==> src/rtl/pmcs_pkg.sv <==
// power mode clock sequencer: shared constants, types and layouts
// assumes one 25 MHz oscillator clock; subclock arrives as a one-cycle tick
package pmcs_pkg;

   localparam int CLK_HZ = 25000000;
   localparam int NUM_MODULES = 8;
   localparam int PRESC_W = 13;
   localparam int WAIT_W = 13;
   localparam int ADDR_W = 4;

   // register offsets
   localparam logic [3:0] ADDR_CTRL1 = 4'h0;
   localparam logic [3:0] ADDR_CTRL2 = 4'h1;
   localparam logic [3:0] ADDR_MSTOP = 4'h2;
   localparam logic [3:0] ADDR_STATUS = 4'h3;

   // system_control_one fields
   localparam int DEEP_SLEEP_BIT = 7;
   localparam int WAIT_SEL_HI = 6;
   localparam int WAIT_SEL_LO = 4;
   localparam int WAKE_CLK_BIT = 3;
   localparam int MED_DIV_HI = 1;
   localparam int MED_DIV_LO = 0;

   // system_control_reg fields
   localparam int SUB_DIV_HI = 1;
   localparam int SUB_DIV_LO = 0;
   localparam int MEDIUM_BIT = 2;
   localparam int WATCH_KEEP_BIT = 3;

   // reset values
   localparam logic [7:0] CTRL1_RST = 8'h03;
   localparam logic [7:0] CTRL2_RST = 8'h00;
   localparam logic [7:0] MSTOP_RST = 8'h00;

   // divider masks
   localparam logic [PRESC_W-1:0] MED_MASK_MAX = 13'h003F;
   localparam logic [1:0] MED_SEL_MAX = 2'h3;
   localparam logic [2:0] SUB_MASK_2 = 3'h1;
   localparam logic [2:0] SUB_MASK_4 = 3'h3;
   localparam logic [2:0] SUB_MASK_8 = 3'h7;

   typedef enum logic [2:0] {
      MODE_ACT_HI,
      MODE_ACT_MED,
      MODE_SUBACT,
      MODE_SLP_HI,
      MODE_SLP_MED,
      MODE_SUBSLP,
      MODE_WATCH,
      MODE_STANDBY
   } pmcs_mode_t;

   typedef enum logic [2:0] {
      ST_ACTIVE,
      ST_SLEEP,
      ST_SUBACTIVE,
      ST_SUBSLEEP,
      ST_WATCH,
      ST_STANDBY,
      ST_OSC_START,
      ST_OSC_WAIT
   } pmcs_state_t;

   typedef struct packed {
      logic [ADDR_W-1:0] addr;
      logic [7:0] wdata;
      logic we;
      logic re;
   } pmcs_req_t;

   // wait length in system clock cycles for each wait select code
   function automatic logic [WAIT_W-1:0] pmcs_wait_cycles(input logic [2:0] sel);
      logic [WAIT_W-1:0] n;
      n = 13'h0400;
      unique case (sel)
         3'h0: n = 13'h1000;
         3'h1: n = 13'h0800;
         3'h2: n = 13'h0400;
         3'h3: n = 13'h0200;
         3'h4: n = 13'h0100;
         3'h5: n = 13'h0002;
         3'h6: n = 13'h0010;
         3'h7: n = 13'h0040;
      endcase
      return n;
   endfunction : pmcs_wait_cycles

endpackage : pmcs_pkg

==> src/rtl/pmcs_gate.sv <==
// per-module clock enable cell with its own halt bit
// assumes tick_i is a one-cycle enable pulse aligned to clk_i
`timescale 1ns/1ps
module pmcs_gate
(
   input wire logic clk_i,
   input wire logic rst_n_i,
   input wire logic tick_i,
   input wire logic halt_i,
   output logic en_o
);

   logic en_q;

   // halt takes effect on the next pulse boundary only
   always_ff @(posedge clk_i or negedge rst_n_i)
   begin
      if (!rst_n_i)
      begin
         en_q <= 1'b0;
      end
      else
      begin
         en_q <= tick_i & ~halt_i;
      end
   end

   assign en_o = en_q;

endmodule : pmcs_gate

==> src/rtl/pmcs_top.sv <==
// power mode clock sequencer: mode machine, dividers, wake wait, registers
// assumes sleep_i and wake_i are one-cycle pulses from cpu and interrupt logic
`timescale 1ns/1ps
module pmcs_top
(
   input wire logic clk_i,
   input wire logic nrst_i,
   input wire pmcs_pkg::pmcs_req_t bus_i,
   output logic [7:0] rdata_o,
   input wire logic sleep_i,
   input wire logic wake_i,
   input wire logic sub_tick_i,
   input wire logic osc_stable_i,
   output logic osc_run_o,
   output logic cpu_en_o,
   output logic [pmcs_pkg::NUM_MODULES-1:0] per_en_o,
   output logic [pmcs_pkg::PRESC_W-1:0] presc_o
);

   logic rst_meta_q;
   logic rst_n_q;
   logic [7:0] ctrl1_q;
   logic [7:0] ctrl2_q;
   logic [7:0] mstop_q;
   logic [7:0] rdata_q;
   pmcs_pkg::pmcs_state_t state_q;
   pmcs_pkg::pmcs_state_t state_d;
   logic [pmcs_pkg::PRESC_W-1:0] presc_q;
   logic [2:0] sub_cnt_q;
   logic [pmcs_pkg::WAIT_W-1:0] wait_q;
   logic [1:0] med_sel_q;
   logic [1:0] sub_sel_q;
   logic medium_q;
   logic osc_run_q;
   logic cpu_en_q;
   logic sys_gen;
   logic presc_wrap;
   logic sub_wrap;
   logic [pmcs_pkg::PRESC_W-1:0] med_mask;
   logic [2:0] sub_mask;
   logic med_tick;
   logic sub_div_tick;
   logic sys_tick;
   logic cpu_tick;
   logic per_tick;
   logic [2:0] wait_sel;
   pmcs_pkg::pmcs_mode_t mode;

   // reset release through two flops
   always_ff @(posedge clk_i or negedge nrst_i)
   begin
      if (!nrst_i)
      begin
         rst_meta_q <= 1'b0;
         rst_n_q <= 1'b0;
      end
      else
      begin
         rst_meta_q <= 1'b1;
         rst_n_q <= rst_meta_q;
      end
   end

   assign wait_sel = ctrl1_q[pmcs_pkg::WAIT_SEL_HI:pmcs_pkg::WAIT_SEL_LO];

   // register writes
   always_ff @(posedge clk_i or negedge rst_n_q)
   begin
      if (!rst_n_q)
      begin
         ctrl1_q <= pmcs_pkg::CTRL1_RST;
         ctrl2_q <= pmcs_pkg::CTRL2_RST;
         mstop_q <= pmcs_pkg::MSTOP_RST;
      end
      else if (bus_i.we)
      begin
         unique case (bus_i.addr)
            pmcs_pkg::ADDR_CTRL1: ctrl1_q <= bus_i.wdata;
            pmcs_pkg::ADDR_CTRL2: ctrl2_q <= bus_i.wdata;
            pmcs_pkg::ADDR_MSTOP: mstop_q <= bus_i.wdata;
            default: ;
         endcase
      end
   end

   // current documented mode, reported in status
   always_comb
   begin
      mode = pmcs_pkg::MODE_ACT_HI;
      unique case (state_q)
         pmcs_pkg::ST_ACTIVE: mode = medium_q ? pmcs_pkg::MODE_ACT_MED : pmcs_pkg::MODE_ACT_HI;
         pmcs_pkg::ST_SLEEP: mode = medium_q ? pmcs_pkg::MODE_SLP_MED : pmcs_pkg::MODE_SLP_HI;
         pmcs_pkg::ST_SUBACTIVE: mode = pmcs_pkg::MODE_SUBACT;
         pmcs_pkg::ST_SUBSLEEP: mode = pmcs_pkg::MODE_SUBSLP;
         pmcs_pkg::ST_WATCH: mode = pmcs_pkg::MODE_WATCH;
         pmcs_pkg::ST_STANDBY: mode = pmcs_pkg::MODE_STANDBY;
         pmcs_pkg::ST_OSC_START: mode = pmcs_pkg::MODE_STANDBY;
         pmcs_pkg::ST_OSC_WAIT: mode = medium_q ? pmcs_pkg::MODE_ACT_MED : pmcs_pkg::MODE_ACT_HI;
      endcase
   end

   // read data one cycle after the strobe, unmapped reads zero
   always_ff @(posedge clk_i or negedge rst_n_q)
   begin
      if (!rst_n_q)
      begin
         rdata_q <= 8'h00;
      end
      else if (bus_i.re)
      begin
         unique case (bus_i.addr)
            pmcs_pkg::ADDR_CTRL1: rdata_q <= ctrl1_q;
            pmcs_pkg::ADDR_CTRL2: rdata_q <= ctrl2_q;
            pmcs_pkg::ADDR_MSTOP: rdata_q <= mstop_q;
            pmcs_pkg::ADDR_STATUS: rdata_q <= {1'b0, state_q, 1'b0, mode};
            default: rdata_q <= 8'h00;
         endcase
      end
      else
      begin
         rdata_q <= 8'h00;
      end
   end

   // next mode on sleep or wake
   always_comb
   begin
      state_d = state_q;
      unique case (state_q)
         pmcs_pkg::ST_ACTIVE:
         begin
            if (sleep_i)
            begin
               if (!ctrl1_q[pmcs_pkg::DEEP_SLEEP_BIT])
               begin
                  state_d = pmcs_pkg::ST_SLEEP;
               end
               else if (ctrl2_q[pmcs_pkg::WATCH_KEEP_BIT])
               begin
                  state_d = pmcs_pkg::ST_WATCH;
               end
               else
               begin
                  state_d = pmcs_pkg::ST_STANDBY;
               end
            end
         end
         pmcs_pkg::ST_SLEEP:
         begin
            if (wake_i)
            begin
               state_d = pmcs_pkg::ST_ACTIVE;
            end
         end
         pmcs_pkg::ST_SUBACTIVE:
         begin
            if (sleep_i)
            begin
               if (!ctrl1_q[pmcs_pkg::DEEP_SLEEP_BIT])
               begin
                  state_d = pmcs_pkg::ST_SUBSLEEP;
               end
               else if (!ctrl1_q[pmcs_pkg::WAKE_CLK_BIT])
               begin
                  state_d = pmcs_pkg::ST_OSC_START;
               end
               else
               begin
                  state_d = pmcs_pkg::ST_WATCH;
               end
            end
         end
         pmcs_pkg::ST_SUBSLEEP:
         begin
            if (wake_i)
            begin
               state_d = pmcs_pkg::ST_SUBACTIVE;
            end
         end
         pmcs_pkg::ST_WATCH:
         begin
            if (wake_i)
            begin
               state_d = ctrl1_q[pmcs_pkg::WAKE_CLK_BIT] ? pmcs_pkg::ST_SUBACTIVE : pmcs_pkg::ST_OSC_START;
            end
         end
         pmcs_pkg::ST_STANDBY:
         begin
            if (wake_i)
            begin
               state_d = pmcs_pkg::ST_OSC_START;
            end
         end
         pmcs_pkg::ST_OSC_START:
         begin
            if (osc_stable_i)
            begin
               state_d = pmcs_pkg::ST_OSC_WAIT;
            end
         end
         pmcs_pkg::ST_OSC_WAIT:
         begin
            if (wait_q == 13'h0001)
            begin
               state_d = pmcs_pkg::ST_ACTIVE;
            end
         end
      endcase
   end

   always_ff @(posedge clk_i or negedge rst_n_q)
   begin
      if (!rst_n_q)
      begin
         state_q <= pmcs_pkg::ST_ACTIVE;
      end
      else
      begin
         state_q <= state_d;
      end
   end

   // wait counter, preset on system clock start
   always_ff @(posedge clk_i or negedge rst_n_q)
   begin
      if (!rst_n_q)
      begin
         wait_q <= 13'h0000;
      end
      else if (state_q == pmcs_pkg::ST_OSC_START && osc_stable_i)
      begin
         wait_q <= pmcs_pkg::pmcs_wait_cycles(wait_sel);
      end
      else if (state_q == pmcs_pkg::ST_OSC_WAIT && wait_q != 13'h0000)
      begin
         wait_q <= wait_q - 13'h0001;
      end
   end

   // system clock generator runs in active, sleep and the wake wait only, not while the oscillator starts
   assign sys_gen = (state_q == pmcs_pkg::ST_ACTIVE) || (state_q == pmcs_pkg::ST_SLEEP)
                    || (state_q == pmcs_pkg::ST_OSC_WAIT);

   always_ff @(posedge clk_i or negedge rst_n_q)
   begin
      if (!rst_n_q)
      begin
         osc_run_q <= 1'b1;
      end
      else
      begin
         osc_run_q <= sys_gen || (state_d == pmcs_pkg::ST_OSC_START) || (state_d == pmcs_pkg::ST_OSC_WAIT);
      end
   end

   // prescaler counts only while the system clock is generated
   always_ff @(posedge clk_i or negedge rst_n_q)
   begin
      if (!rst_n_q)
      begin
         presc_q <= 13'h0000;
      end
      else if (!sys_gen)
      begin
         presc_q <= 13'h0000;
      end
      else
      begin
         presc_q <= presc_q + 13'h0001;
      end
   end

   // subclock divider
   always_ff @(posedge clk_i or negedge rst_n_q)
   begin
      if (!rst_n_q)
      begin
         sub_cnt_q <= 3'h0;
      end
      else if (sub_tick_i)
      begin
         sub_cnt_q <= sub_cnt_q + 3'h1;
      end
   end

   assign presc_wrap = (presc_q & pmcs_pkg::MED_MASK_MAX) == pmcs_pkg::MED_MASK_MAX;
   assign sub_wrap = sub_tick_i && (sub_cnt_q == pmcs_pkg::SUB_MASK_8);

   // divider selects follow the registers at a full divider wrap; the medium select also follows while the system clock is stopped
   always_ff @(posedge clk_i or negedge rst_n_q)
   begin
      if (!rst_n_q)
      begin
         med_sel_q <= pmcs_pkg::CTRL1_RST[pmcs_pkg::MED_DIV_HI:pmcs_pkg::MED_DIV_LO];
         medium_q <= pmcs_pkg::CTRL2_RST[pmcs_pkg::MEDIUM_BIT];
      end
      else if (presc_wrap || !sys_gen)
      begin
         med_sel_q <= ctrl1_q[pmcs_pkg::MED_DIV_HI:pmcs_pkg::MED_DIV_LO];
         medium_q <= ctrl2_q[pmcs_pkg::MEDIUM_BIT];
      end
   end

   always_ff @(posedge clk_i or negedge rst_n_q)
   begin
      if (!rst_n_q)
      begin
         sub_sel_q <= pmcs_pkg::CTRL2_RST[pmcs_pkg::SUB_DIV_HI:pmcs_pkg::SUB_DIV_LO];
      end
      else if (sub_wrap)
      begin
         sub_sel_q <= ctrl2_q[pmcs_pkg::SUB_DIV_HI:pmcs_pkg::SUB_DIV_LO];
      end
   end

   // medium speed tick every 8, 16, 32 or 64 oscillator cycles
   assign med_mask = pmcs_pkg::MED_MASK_MAX >> (pmcs_pkg::MED_SEL_MAX - med_sel_q);
   assign med_tick = (presc_q & med_mask) == med_mask;

   // subclock tick every 2, 4 or 8 subclock periods
   always_comb
   begin
      sub_mask = pmcs_pkg::SUB_MASK_8;
      unique case (sub_sel_q)
         2'h0: sub_mask = pmcs_pkg::SUB_MASK_2;
         2'h1: sub_mask = pmcs_pkg::SUB_MASK_4;
         2'h2: sub_mask = pmcs_pkg::SUB_MASK_8;
         2'h3: sub_mask = pmcs_pkg::SUB_MASK_8;
      endcase
   end

   assign sub_div_tick = sub_tick_i && ((sub_cnt_q & sub_mask) == sub_mask);
   assign sys_tick = medium_q ? med_tick : 1'b1;

   // clock source per mode; wait and start phases give no pulses
   always_comb
   begin
      cpu_tick = 1'b0;
      per_tick = 1'b0;
      unique case (state_q)
         pmcs_pkg::ST_ACTIVE:
         begin
            cpu_tick = sys_tick;
            per_tick = sys_tick;
         end
         pmcs_pkg::ST_SLEEP:
         begin
            per_tick = sys_tick;
         end
         pmcs_pkg::ST_SUBACTIVE:
         begin
            cpu_tick = sub_div_tick;
            per_tick = sub_div_tick;
         end
         pmcs_pkg::ST_SUBSLEEP:
         begin
            per_tick = sub_div_tick;
         end
         pmcs_pkg::ST_WATCH:
         begin
            per_tick = sub_tick_i;
         end
         pmcs_pkg::ST_STANDBY:
         begin
            per_tick = 1'b0;
         end
         pmcs_pkg::ST_OSC_START:
         begin
            per_tick = 1'b0;
         end
         pmcs_pkg::ST_OSC_WAIT:
         begin
            per_tick = 1'b0;
         end
      endcase
   end

   always_ff @(posedge clk_i or negedge rst_n_q)
   begin
      if (!rst_n_q)
      begin
         cpu_en_q <= 1'b0;
      end
      else
      begin
         cpu_en_q <= cpu_tick;
      end
   end

   // one gate per peripheral with its own halt bit
   for (genvar g = 0; g < pmcs_pkg::NUM_MODULES; g++)
   begin : g_gate
      pmcs_gate u_gate
      (
         .clk_i(clk_i),
         .rst_n_i(rst_n_q),
         .tick_i(per_tick),
         .halt_i(mstop_q[g]),
         .en_o(per_en_o[g])
      );
   end

   assign rdata_o = rdata_q;
   assign osc_run_o = osc_run_q;
   assign cpu_en_o = cpu_en_q;
   assign presc_o = presc_q;

endmodule : pmcs_top

==> config.mk <==
export PLATFORM = sky130hd
export DESIGN_NAME = pmcs_top
export DESIGN_NICKNAME = d
export VERILOG_FILES = /design/src/rtl/pmcs_pkg.sv /design/src/rtl/pmcs_gate.sv /design/src/rtl/pmcs_top.sv
export SDC_FILE = /design/constraint.sdc
export NUM_CORES = 1
export LEC_CHECK = 0
export ABC_AREA = 1
export BUFFER_PORTS_ARGS = -buffer_cell sky130_fd_sc_hd__buf_4
export CAP_MARGIN = 20
export CORE_AREA = 2 2 81 91
export CTS_CLUSTER_DIAMETER = 150
export DETAILED_ROUTE_END_ITERATION = 10
export DIE_AREA = 0 0 83 93
export GPL_TIMING_DRIVEN = 0
export HOLD_SLACK_MARGIN = 0.03
export MAX_ROUTING_LAYER = met4
export PLACE_DENSITY = 0.93
export SETUP_SLACK_MARGIN = 0.15
export SLEW_MARGIN = 30
export SYNTH_ARGS = -nofsm -noshare
export SYNTH_HDL_FRONTEND = slang
export SYNTH_SLANG_ARGS = --single-unit
==> constraint.sdc <==
create_clock -name clk_i -period 6.6 [get_ports clk_i]
set_clock_uncertainty 0.2 [all_clocks]
set_input_delay 1.32 -clock clk_i [delete_from_list [all_inputs] [get_ports clk_i]]
set_output_delay 1.32 -clock clk_i [all_outputs]
set_load 0.02 [all_outputs]
Yosys cells after proc, flatten, opt, wreduce, memory -nomap -nowiden
Memories as Yosys holds them, arrays and structs flattened. Index checks and enable logic that the tools add are counted.

Bits in registers: 81. Latch bits: 0. Bits in writable memories: 0. ROM bits: 64. Output and inout port bits: 31. Memories: 1.

Add/sub/neg operators: 4. $mul: 0. Div/mod/pow operators: 0. Order comparisons: 0. Eq/ne operators: 20. Shift operators: 1. Mux-type cells: 26. Bitwise logic cells: 18. Reductions and logical operators: 24.

Memories: (no name shown) (depth 8, width 8, read ports 1, clocked after Yosys merged registers in 0, wr ports 0, line pmcs_pkg.sv:76) `unique case (sel)`.

Operators by type and width (number): 13-bit 2-to-1 mux (3); 3-bit 2-to-1 mux (12); 8-bit case mux with 4 select lines (1); 3-bit case mux with 8 select lines (1); 3-bit equality test (second input constant) (7); 3-bit case mux with 6 select lines (1); 13-bit by 1-bit adder with 13-bit output (second input constant) (1); 13-bit bitwise AND (1); 13-bit by 1-bit equality test with 1-bit output (second input constant) (1); 13-bit equality test (1); 13-bit nonzero test (1); 6-bit by 2-bit >> shifter with 13-bit output (first input constant) (1); 13-bit by 1-bit subtractor with 13-bit output (second input constant) (1); 2-bit OR reduction (5); 3-bit case mux with 3 select lines (1); 1-bit bitwise AND (8); 4-bit by 2-bit equality test with 1-bit output (second input constant) (2); 8-bit 2-to-1 mux (1); 1-bit NOT (8); 3-bit by 2-bit equality test with 1-bit output (second input constant) (2); 6-bit equality test (second input constant) (1); 2-bit AND reduction (3); 1-bit logical OR (5); 2-bit equality test (second input constant) (2); other kinds (18) (23).

Longest topological paths before layout
Gate-level depths: netlist of run 1.

Depth after elaboration: 8. Gate-level depth with buffers: 10. Mapped depth without buffers: 10.

Hierarchy
A second synthesis of run 1 with hierarchy kept.

Cells, all modules: 492. Area total of the unflattened synthesis: 3943.8 um^2.

Modules (own cells, without submodules): pmcs_top (times used 1, cells each 468, area each 3663.5 um^2, seq. area each 1833.0 um^2); pmcs_gate (times used 8, cells each 3, area each 35.0 um^2, seq. area each 25.0 um^2).

Least setup slack after synthesis of run 1
Ideal clock, no wire load.

Path type: input -> register. Start point: in bus_i[13] (netlist bit). End point: reg ctrl2_q[5]. Library setup time: 0.126 ns. Arrival time: 2.040 ns. Data required time: 6.274 ns. Slack: 4.233 ns. Stages: 7. Cells stage by stage: nor2_2 > nand3_1 > inv_2 > nand2_2 > buf_2 > nand2_1 > o21ai_0.

Cells in the longest elaborated chain, start to end: 2.

Ends and longest elaborated chain: start: declaration (line pmcs_top.sv:8) `input wire pmcs_pkg::pmcs_req_t bus_i,`; 4-bit by 1-bit equality test with 1-bit output (line pmcs_top.sv:77) `unique case (bus_i.addr)`; 2-bit AND reduction (no source line); end signal: assignment (line pmcs_top.sv:72) `ctrl2_q <= pmcs_pkg::CTRL2_RST;`; end signal: assignment (line pmcs_top.sv:79) `pmcs_pkg::ADDR_CTRL2: ctrl2_q <= bus_i.wdata;`; end: declaration (line pmcs_top.sv:23) `logic [7:0] ctrl2_q;`.

No other way between the ends. A chain may end at the register's enable or synchronous reset.

Worst setup path after layout of run 1
Start point: reg osc_run_q (netlist: osc_run_o). End point: out osc_run_o.

RTL lines: start: declaration (line pmcs_top.sv:34) `logic osc_run_q;`; start signal: assignment (line pmcs_top.sv:252) `osc_run_q <= sys_gen || (state_d == pmcs_pkg::ST_OSC_START) || (state_d == pmcs_pkg::ST_OSC_WAIT);`; end: declaration (line pmcs_top.sv:14) `output logic osc_run_o,`.

No word-level cell between the ends.

==> results by group, run 1 <==
Routing
  • Post-Route WL: 9.074 mm
  • Post-DR wirelength/cell: 13.98 um
  • # DRC: 0
  • 1st-iter DRT viols: 262
  • DRT antenna net count: 0
  • Pre-antenna DRT Iters: 5
  • Vias: 3,528
  • Drt via density: 5.436

Pwr
  • P per Cell Area: 218.3 mW/mm2
  • P_leak: 2.461 nW
  • Pwr Total: 1.046 mW
  • Peak supply drop: 0.1511 mV

Worst setup path
  • WP buf/inv: 1
  • Setup crit end kind: output port
  • CP Class: reg -> out
  • Cell Chain, Critical Path: buf_4
  • CP max-delay cell: dfstp_2
  • Worst Path Max Fanout: 1
  • Delay-heaviest family, CP: flip-flops
  • Worst setup SP type: register
  • Req. time, crit path: 5080 ps
  • Reg2reg setup slack: 4800 ps
  • Slowest cell delay on critical path: 530 ps
  • WP data arrival: 1010 ps

STA
  • Fin. Hold Viols: 0
  • Period minus WS final: 2533 ps
  • WHS: 78.52 ps
  • Setup_tns: 0 ps
  • Period utilization: 0.3838
  • Final setup violation count: 0
  • RSZ-0062 raised after global routing: no
  • F_max: 394.8 MHz
  • Pins Over Slew Limit: 0

Final layout
  • Synth-to-layout area growth: 16.96%
  • Diodes inserted: 0
  • Util after Layout: 0.6996
  • Final instance area: 0.004790 mm2
  • Nets: 585
  • Layout cells sized above 1: 0.2252

CTS
  • Setup bufs post-CTS: 0
  • Clk buf depth: 2
  • Clock latency on the worst-skew pair: 360 ps
  • CTS tree: built
  • Clk slew on worst S/H paths: 80 ps
  • H-tree levels: 3
  • Clock sinks: 81
  • Root buffer cell: clkbuf_8
  • CTS Buf Count: 9
  • Post-CTS sizing: 0
  • Hold buffers post-CTS: 0

Floorplanning
  • Initial Util: 0.5981
  • Core footprint: 0.006847 mm2
  • Die height: 93 um
  • Die X: 83 um
  • Ports: 51
  • Std cell rows: 32
  • Die area: 0.007719 mm2

Place
  • Final HPWL DP: 6.864 mm
  • Placer Congestion: 0.9109
  • Port buffer count: 49
  • Placed cell area: 0.004601 mm2

GRT
  • Total track usage: 0.2575
  • Pin count of the biggest net entering global routing: 50
  • First-pass GRT wire length: 15.44 mm
  • Vias in the first global route: 3,449
  • GRT Residual Overflow: 0
  • Initial antenna violation count: 0

Run status
  • Status: finished, final reports clean

Yosys
  • Number of synthesized flops with an enable pin: 0
  • Avg Cell Area, Syn: 8.223 um2
  • Synthesized Nets: 524
  • Cell Area, Synth: 0.004095 mm2
  • Seq/Total Area, Yosys: 0.4965
  • Netlist cell types: 40
  • YS warnings: 0
  • Synth Register Bits: 81
  • Mapped Cells: 498
  • Prevailing post-synth register cell: dfrtp_1
  • Post-synth ARST share: 1.000

Run
  • Max Cap Viol: 0

Hold path
  • Hold crit path type: reg -> async
-- power by group --
part | internal (mW) | switching (mW)
clock network | 0.158 | 0.185
logic | 0.0466 | 0.0632
registers | 0.548 | 0.0444
total | 0.753 | 0.293
-- area by class of cell --
class / instances / area [um2]
fillers: 508 / 2057
clock inverters: 5 / 37.54
well taps: 85 / 106.4
multi-input cells: 335 / 1684
repair buffers: 50 / 395.4
inverters: 65 / 246.5
plain buffers: 17 / 131.4
flip-flops and latches: 81 / 2037
clock buffers: 11 / 151.4
-- worst reg2reg max path, stage by stage (launching register included) --
cell and delay [ps]:
dfrtp_1 390, inv_1 170, ha_1 300, nand2_1 100, nor2_1 180, inv_1 60
nor2_1 140, nand2_1 60, nand2_1 50, nand2_1 50
-- kinds of logic after synthesis --
group           after synthesis  synth area share
buf+inv                      82           0.09227
xor+xnor                      7           0.01497
simple gates                246            0.2713
flops                        81            0.4965
other cells                   1         0.0009157
fa+ha+maj                     6           0.01833
mux                           1          0.002750
compound gates               74            0.1030
-- cell usage in the layout (no fill, tap or decap), types with 2 or more instances in the layout --
cell / instances
xor2_1: 7
o21bai_1: 2
dfstp_2: 5
nand4_1: 5
nand2_4: 3
clkinvlp_4: 2
buf_4: 58
dfrtp_1: 75
buf_2: 3
o21ai_1: 6
o2bb2ai_1: 3
nor3_2: 3
nor2_1: 55
nand3_1: 30
a21oi_1: 14
nand2_1: 125
o21ai_2: 5
nor3_1: 5
o21ai_0: 39
ha_1: 6
clkbuf_8: 11
inv_2: 7
nor2_2: 7
buf_6: 4
inv_1: 57
nand2_2: 6
-- per-stage QoR --
stage | std cells | setup slack, ps
after floorplan | 498 | 3986
after global placement | 632 | 3246
after detailed placement | 633 | 3913
after CTS | 649 | 4056
after global routing | 649 | 4037
final | 649 | 4067
-- cell usage after synthesis, types with 6 or more instances --
| cell | n | area share |
|---|---|---|
| inv_2 | 7 | 0.0064 |
| nor2_2 | 7 | 0.011 |
| a21oi_1 | 14 | 0.017 |
| nand2_1 | 125 | 0.11 |
| ha_1 | 6 | 0.018 |
| nand2_2 | 6 | 0.0092 |
| nor2_1 | 55 | 0.050 |
| dfrtp_1 | 76 | 0.46 |
| xor2_1 | 7 | 0.015 |
| nand3_1 | 30 | 0.037 |
| buf_4 | 9 | 0.016 |
| o21ai_1 | 6 | 0.0073 |
| inv_1 | 57 | 0.052 |
| o21ai_0 | 39 | 0.048 |
-- state kept, by name, indices dropped and copies added (netlist names) --
| register | count |
|---|---|
| ctrl1_q | 8 |
| mstop_q | 8 |
| state_q | 3 |
| medium_q | 1 |
| g_gate.u_gate.en_o | 8 |
| rdata_o | 8 |
| med_sel_q | 2 |
| cpu_en_o | 1 |
| ctrl2_q | 8 |
| rst_meta_q | 1 |
| rst_n_q | 1 |
| sub_cnt_q | 3 |
| sub_sel_q | 2 |
| presc_o | 13 |
| osc_run_o | 1 |
| wait_q | 13 |
-- path summary, 6_finish.rpt --
check,start,to,cells past startpoint
setup / recovery,osc_run_o$_DFF_PN1_,osc_run_o,1
hold / removal,rst_n_q$_DFF_PN0_,presc_o[6]$_DFF_PN0_,0
setup reg to reg,wait_q[0]$_DFFE_PN0P_,wait_q[12]$_DFFE_PN0P_,9
hold reg to reg,rst_n_q$_DFF_PN0_,presc_o[6]$_DFF_PN0_,0
max in group asynchronous,rst_n_q$_DFF_PN0_,ctrl1_q[1]$_DFFE_PN1P_,1
min in group clk_i,rst_meta_q$_DFF_PN0_,rst_n_q$_DFF_PN0_,0
-- per-layer routing --
metal / track usage / vias up / part of all wire
li1: - / 1690 / -
met1: 0.3086 / 1676 / 0.41
met2: 0.4267 / 132 / 0.51
met3: 0.04148 / 30 / 0.053
met4: 0.1298 / 0 / 0.027
met5: - / - / 0
(Power assumes the default switching activity.)
==> run 2: changes to the inputs <==
Settings changed: CORE_AREA 2 2 81 91 to 2 2 88 99, DIE_AREA 0 0 83 93 to 0 0 90 101, PLACE_DENSITY 0.93 to 0.85.
Clock period 6.6 ns to 2.05 ns, I/O delays scaled along.
==> run 2 against run 1 <==
- hold slack worse by 8.9 ps
- sequential share of layout area is 0.35 points lower
- routed wire length is 2.8% higher
- utilization is 11 points lower
- sequential power grew to 3.2 times the previous value
- first-iteration DRC count is 20% lower
- clock power grew to 3.3 times the previous value
- final cell count is 4.2% higher
- design area is 0.84% higher
- via count is 1.1% lower
==> results by group, run 2 (same netlist as run 1, synthesis figures left out) <==
Final layout
  • Layout cells sized above 1: 0.2319 (was 0.2252)
  • Multi-input logic area: 0.001694 mm2 (was 0.001684 mm2)
  • Diodes inserted: 0 (unchanged)
  • Most frequent cells in the layout: nand2_1, dfrtp_1, buf_4 (unchanged)
  • Nets: 586 (was 585)
  • Util after Layout: 0.5929 (was 0.6996)
  • Synth-to-layout area growth: 17.93% (was 16.96%)
  • Sequential cell area: 0.002037 mm2 (unchanged)
  • Fillers: 766 (was 508)
  • Commonest non-fill, non-tap cell in the layout: nand2_1 (unchanged)

GRT
  • First-pass GRT wire length: 15.61 mm (was 15.44 mm)
  • Initial antenna violation count: 0 (unchanged)
  • Pin count of the biggest net entering global routing: 46 (was 50)
  • Vias in the first global route: 3,414 (was 3,449)
  • GRT Residual Overflow: 0 (unchanged)
  • Total track usage: 0.2203 (was 0.2575)

Worst setup path
  • Cell Chain, Critical Path: nor2_1, nand2_1, nor2_2, nand2_1, nand2_4, nand2_4, buf_6, nand2_1, nand2_1 (was buf_4)
  • Slowest cell delay on critical path: 400 ps (was 530 ps)
  • CP max-delay cell: dfrtp_1 (was dfstp_2)
  • Worst path most repeated cell: nand2_1
  • WP data arrival: 1850 ps (was 1010 ps)
  • Worst Path Max Fanout: 10 (was 1)
  • Setup crit end kind: register (was output port)
  • Delay-heaviest family, CP: simple AND/OR/NAND/NOR gates (was flip-flops)
  • WP buf/inv: 1 (unchanged)
  • Worst setup SP type: register (unchanged)
  • Req. time, crit path: 2110 ps (was 5080 ps)
  • CP Class: reg -> reg (was reg -> out)

CTS
  • Clock sinks: 81 (unchanged)
  • CTS tree: built (unchanged)
  • H-tree levels: 3 (unchanged)
  • Clk slew on worst S/H paths: 90 ps (was 80 ps)
  • Root buffer cell: clkbuf_8 (unchanged)
  • Clk buf depth: 2 (unchanged)
  • Clock latency on the worst-skew pair: 370 ps (was 360 ps)
  • CTS Buf Count: 9 (unchanged)

Routing
  • Vias: 3,489 (was 3,528)
  • 1st-iter DRT viols: 209 (was 262)
  • Drt via density: 5.161 (was 5.436)
  • DRT antenna net count: 0 (unchanged)
  • Post-Route WL: 9.330 mm (was 9.074 mm)
  • Pre-antenna DRT Iters: 5 (unchanged)
  • # DRC: 0 (unchanged)
  • Post-DR wirelength/cell: 13.80 um (was 13.98 um)

STA
  • Period minus WS final: 1788 ps
  • Fin worst setup slack: 262.0 ps (was 4067 ps)
  • Fin. Hold Viols: 0 (unchanged)
  • Final setup violation count: 0 (unchanged)
  • Period utilization: 0.8722
  • WHS: 69.65 ps (was 78.52 ps)
  • Pins Over Slew Limit: 0 (unchanged)
  • Slew @ Worst Pin: 585.5 ps
  • Max-slew headroom: 0.6096
  • RSZ-0062 raised after global routing: no (unchanged)
  • F_max: 559.3 MHz
  • Setup_tns: 0 ps (unchanged)

Pwr
  • Pwr Total: 3.403 mW (was 1.046 mW)
  • P_leak: 2.464 nW (was 2.461 nW)
  • Peak supply drop: 0.4281 mV (was 0.1511 mV)
  • P per Cell Area: 704.6 mW/mm2 (was 218.3 mW/mm2)

Floorplanning
  • Initial Util: 0.5028 (was 0.5981)
  • Die area: 0.009090 mm2 (was 0.007719 mm2)
  • Core footprint: 0.008145 mm2 (was 0.006847 mm2)
  • Ports: 51 (unchanged)
  • Die height: 101 um (was 93 um)
  • Die X: 90 um (was 83 um)
  • Std cell rows: 35 (was 32)

Hold path
  • Hold crit path type: in -> reg (was reg -> async)

Place
  • Final HPWL DP: 7.018 mm (was 6.864 mm)
  • Pre-CTS WS: 252.1 ps (was 3913 ps)
  • Placer Congestion: 0.9087 (was 0.9109)
  • Port buffer count: 49 (unchanged)

Run status
  • Status: finished, final reports clean (unchanged)

Run
  • Max Cap Viol: 0 (unchanged)
## run 2: cell count changes in the layout (fill, tap and decap cells not counted), sizes merged
cell	change
inv	+4
dlygate4sd3	+1
clkbuf	-2
clkinvlp	-2
## run 2: worst register-to-register path, delay by kind of cell, from the launching register on
family                 cells  cell delay, ps
flip-flops                 1             400
AND/OR/NAND/NOR            8             930
buffers and inverters      1             160
## run 2: layout make-up
cell class	instances	area share
Sequential cell	81	0.4218
Multi-Input combinational cell	335	0.3508
Timing Repair Buffer	51	0.08238
Inverter	65	0.05104
Tap cell	111	0.02876
Buffer	17	0.02720
Clock buffer	9	0.02565
Clock inverter	7	0.01244
## run 2: final timing paths
check / end / cells after the start / slack, ps / startpoint
max in group asynchronous: ctrl1_q[1]$_DFFE_PN1P_ / 1 / 860 / rst_n_q$_DFF_PN0_
worst max-delay path: wait_q[11]$_DFFE_PN0P_ / 9 / 260 / wait_q[8]$_DFFE_PN0P_
min in group asynchronous: presc_o[4]$_DFF_PN0_ / 0 / 140 / rst_n_q$_DFF_PN0_
worst min-delay path: rdata_o[3]$_DFF_PN0_ / 3 / 70 / bus_i[0]
worst max register to register: wait_q[11]$_DFFE_PN0P_ / 9 / 260 / wait_q[8]$_DFFE_PN0P_
worst min register to register: presc_o[4]$_DFF_PN0_ / 0 / 140 / rst_n_q$_DFF_PN0_
## run 2: layer usage
layer | share of wire | vias to the layer above | global-route usage
li1 | - | 1703 | -
met1 | 0.42 | 1676 | 0.2624
met2 | 0.53 | 92 | 0.3858
met3 | 0.039 | 18 | 0.03665
met4 | 0.017 | 0 | 0.06982
met5 | 0 | - | -
## run 2: what timing repair did
action | in CTS | in global routing
resized for setup | 0 | 5
buffers inserted | 0 | 0
hold endpoints to repair | 2 | 0
setup endpoints to repair | 0 | 11
hold buffers | 1 | 0
## run 2: stage by stage
| step | cell area (um2) | cells |
|---|---|---|
| after floorplan | 4096 | 498 |
| after global placement | 4603 | 658 |
| after detailed placement | 4626 | 659 |
| after CTS | 4820 | 676 |
| after global routing | 4830 | 676 |
| final | 4830 | 676 |
## run 2: power breakdown
group,internal [mW],leakage (nW),switching [mW]
Sequential,1.76,0.996,0.150
Clock,0.466,0.0969,0.667
Combinational,0.150,1.37,0.205
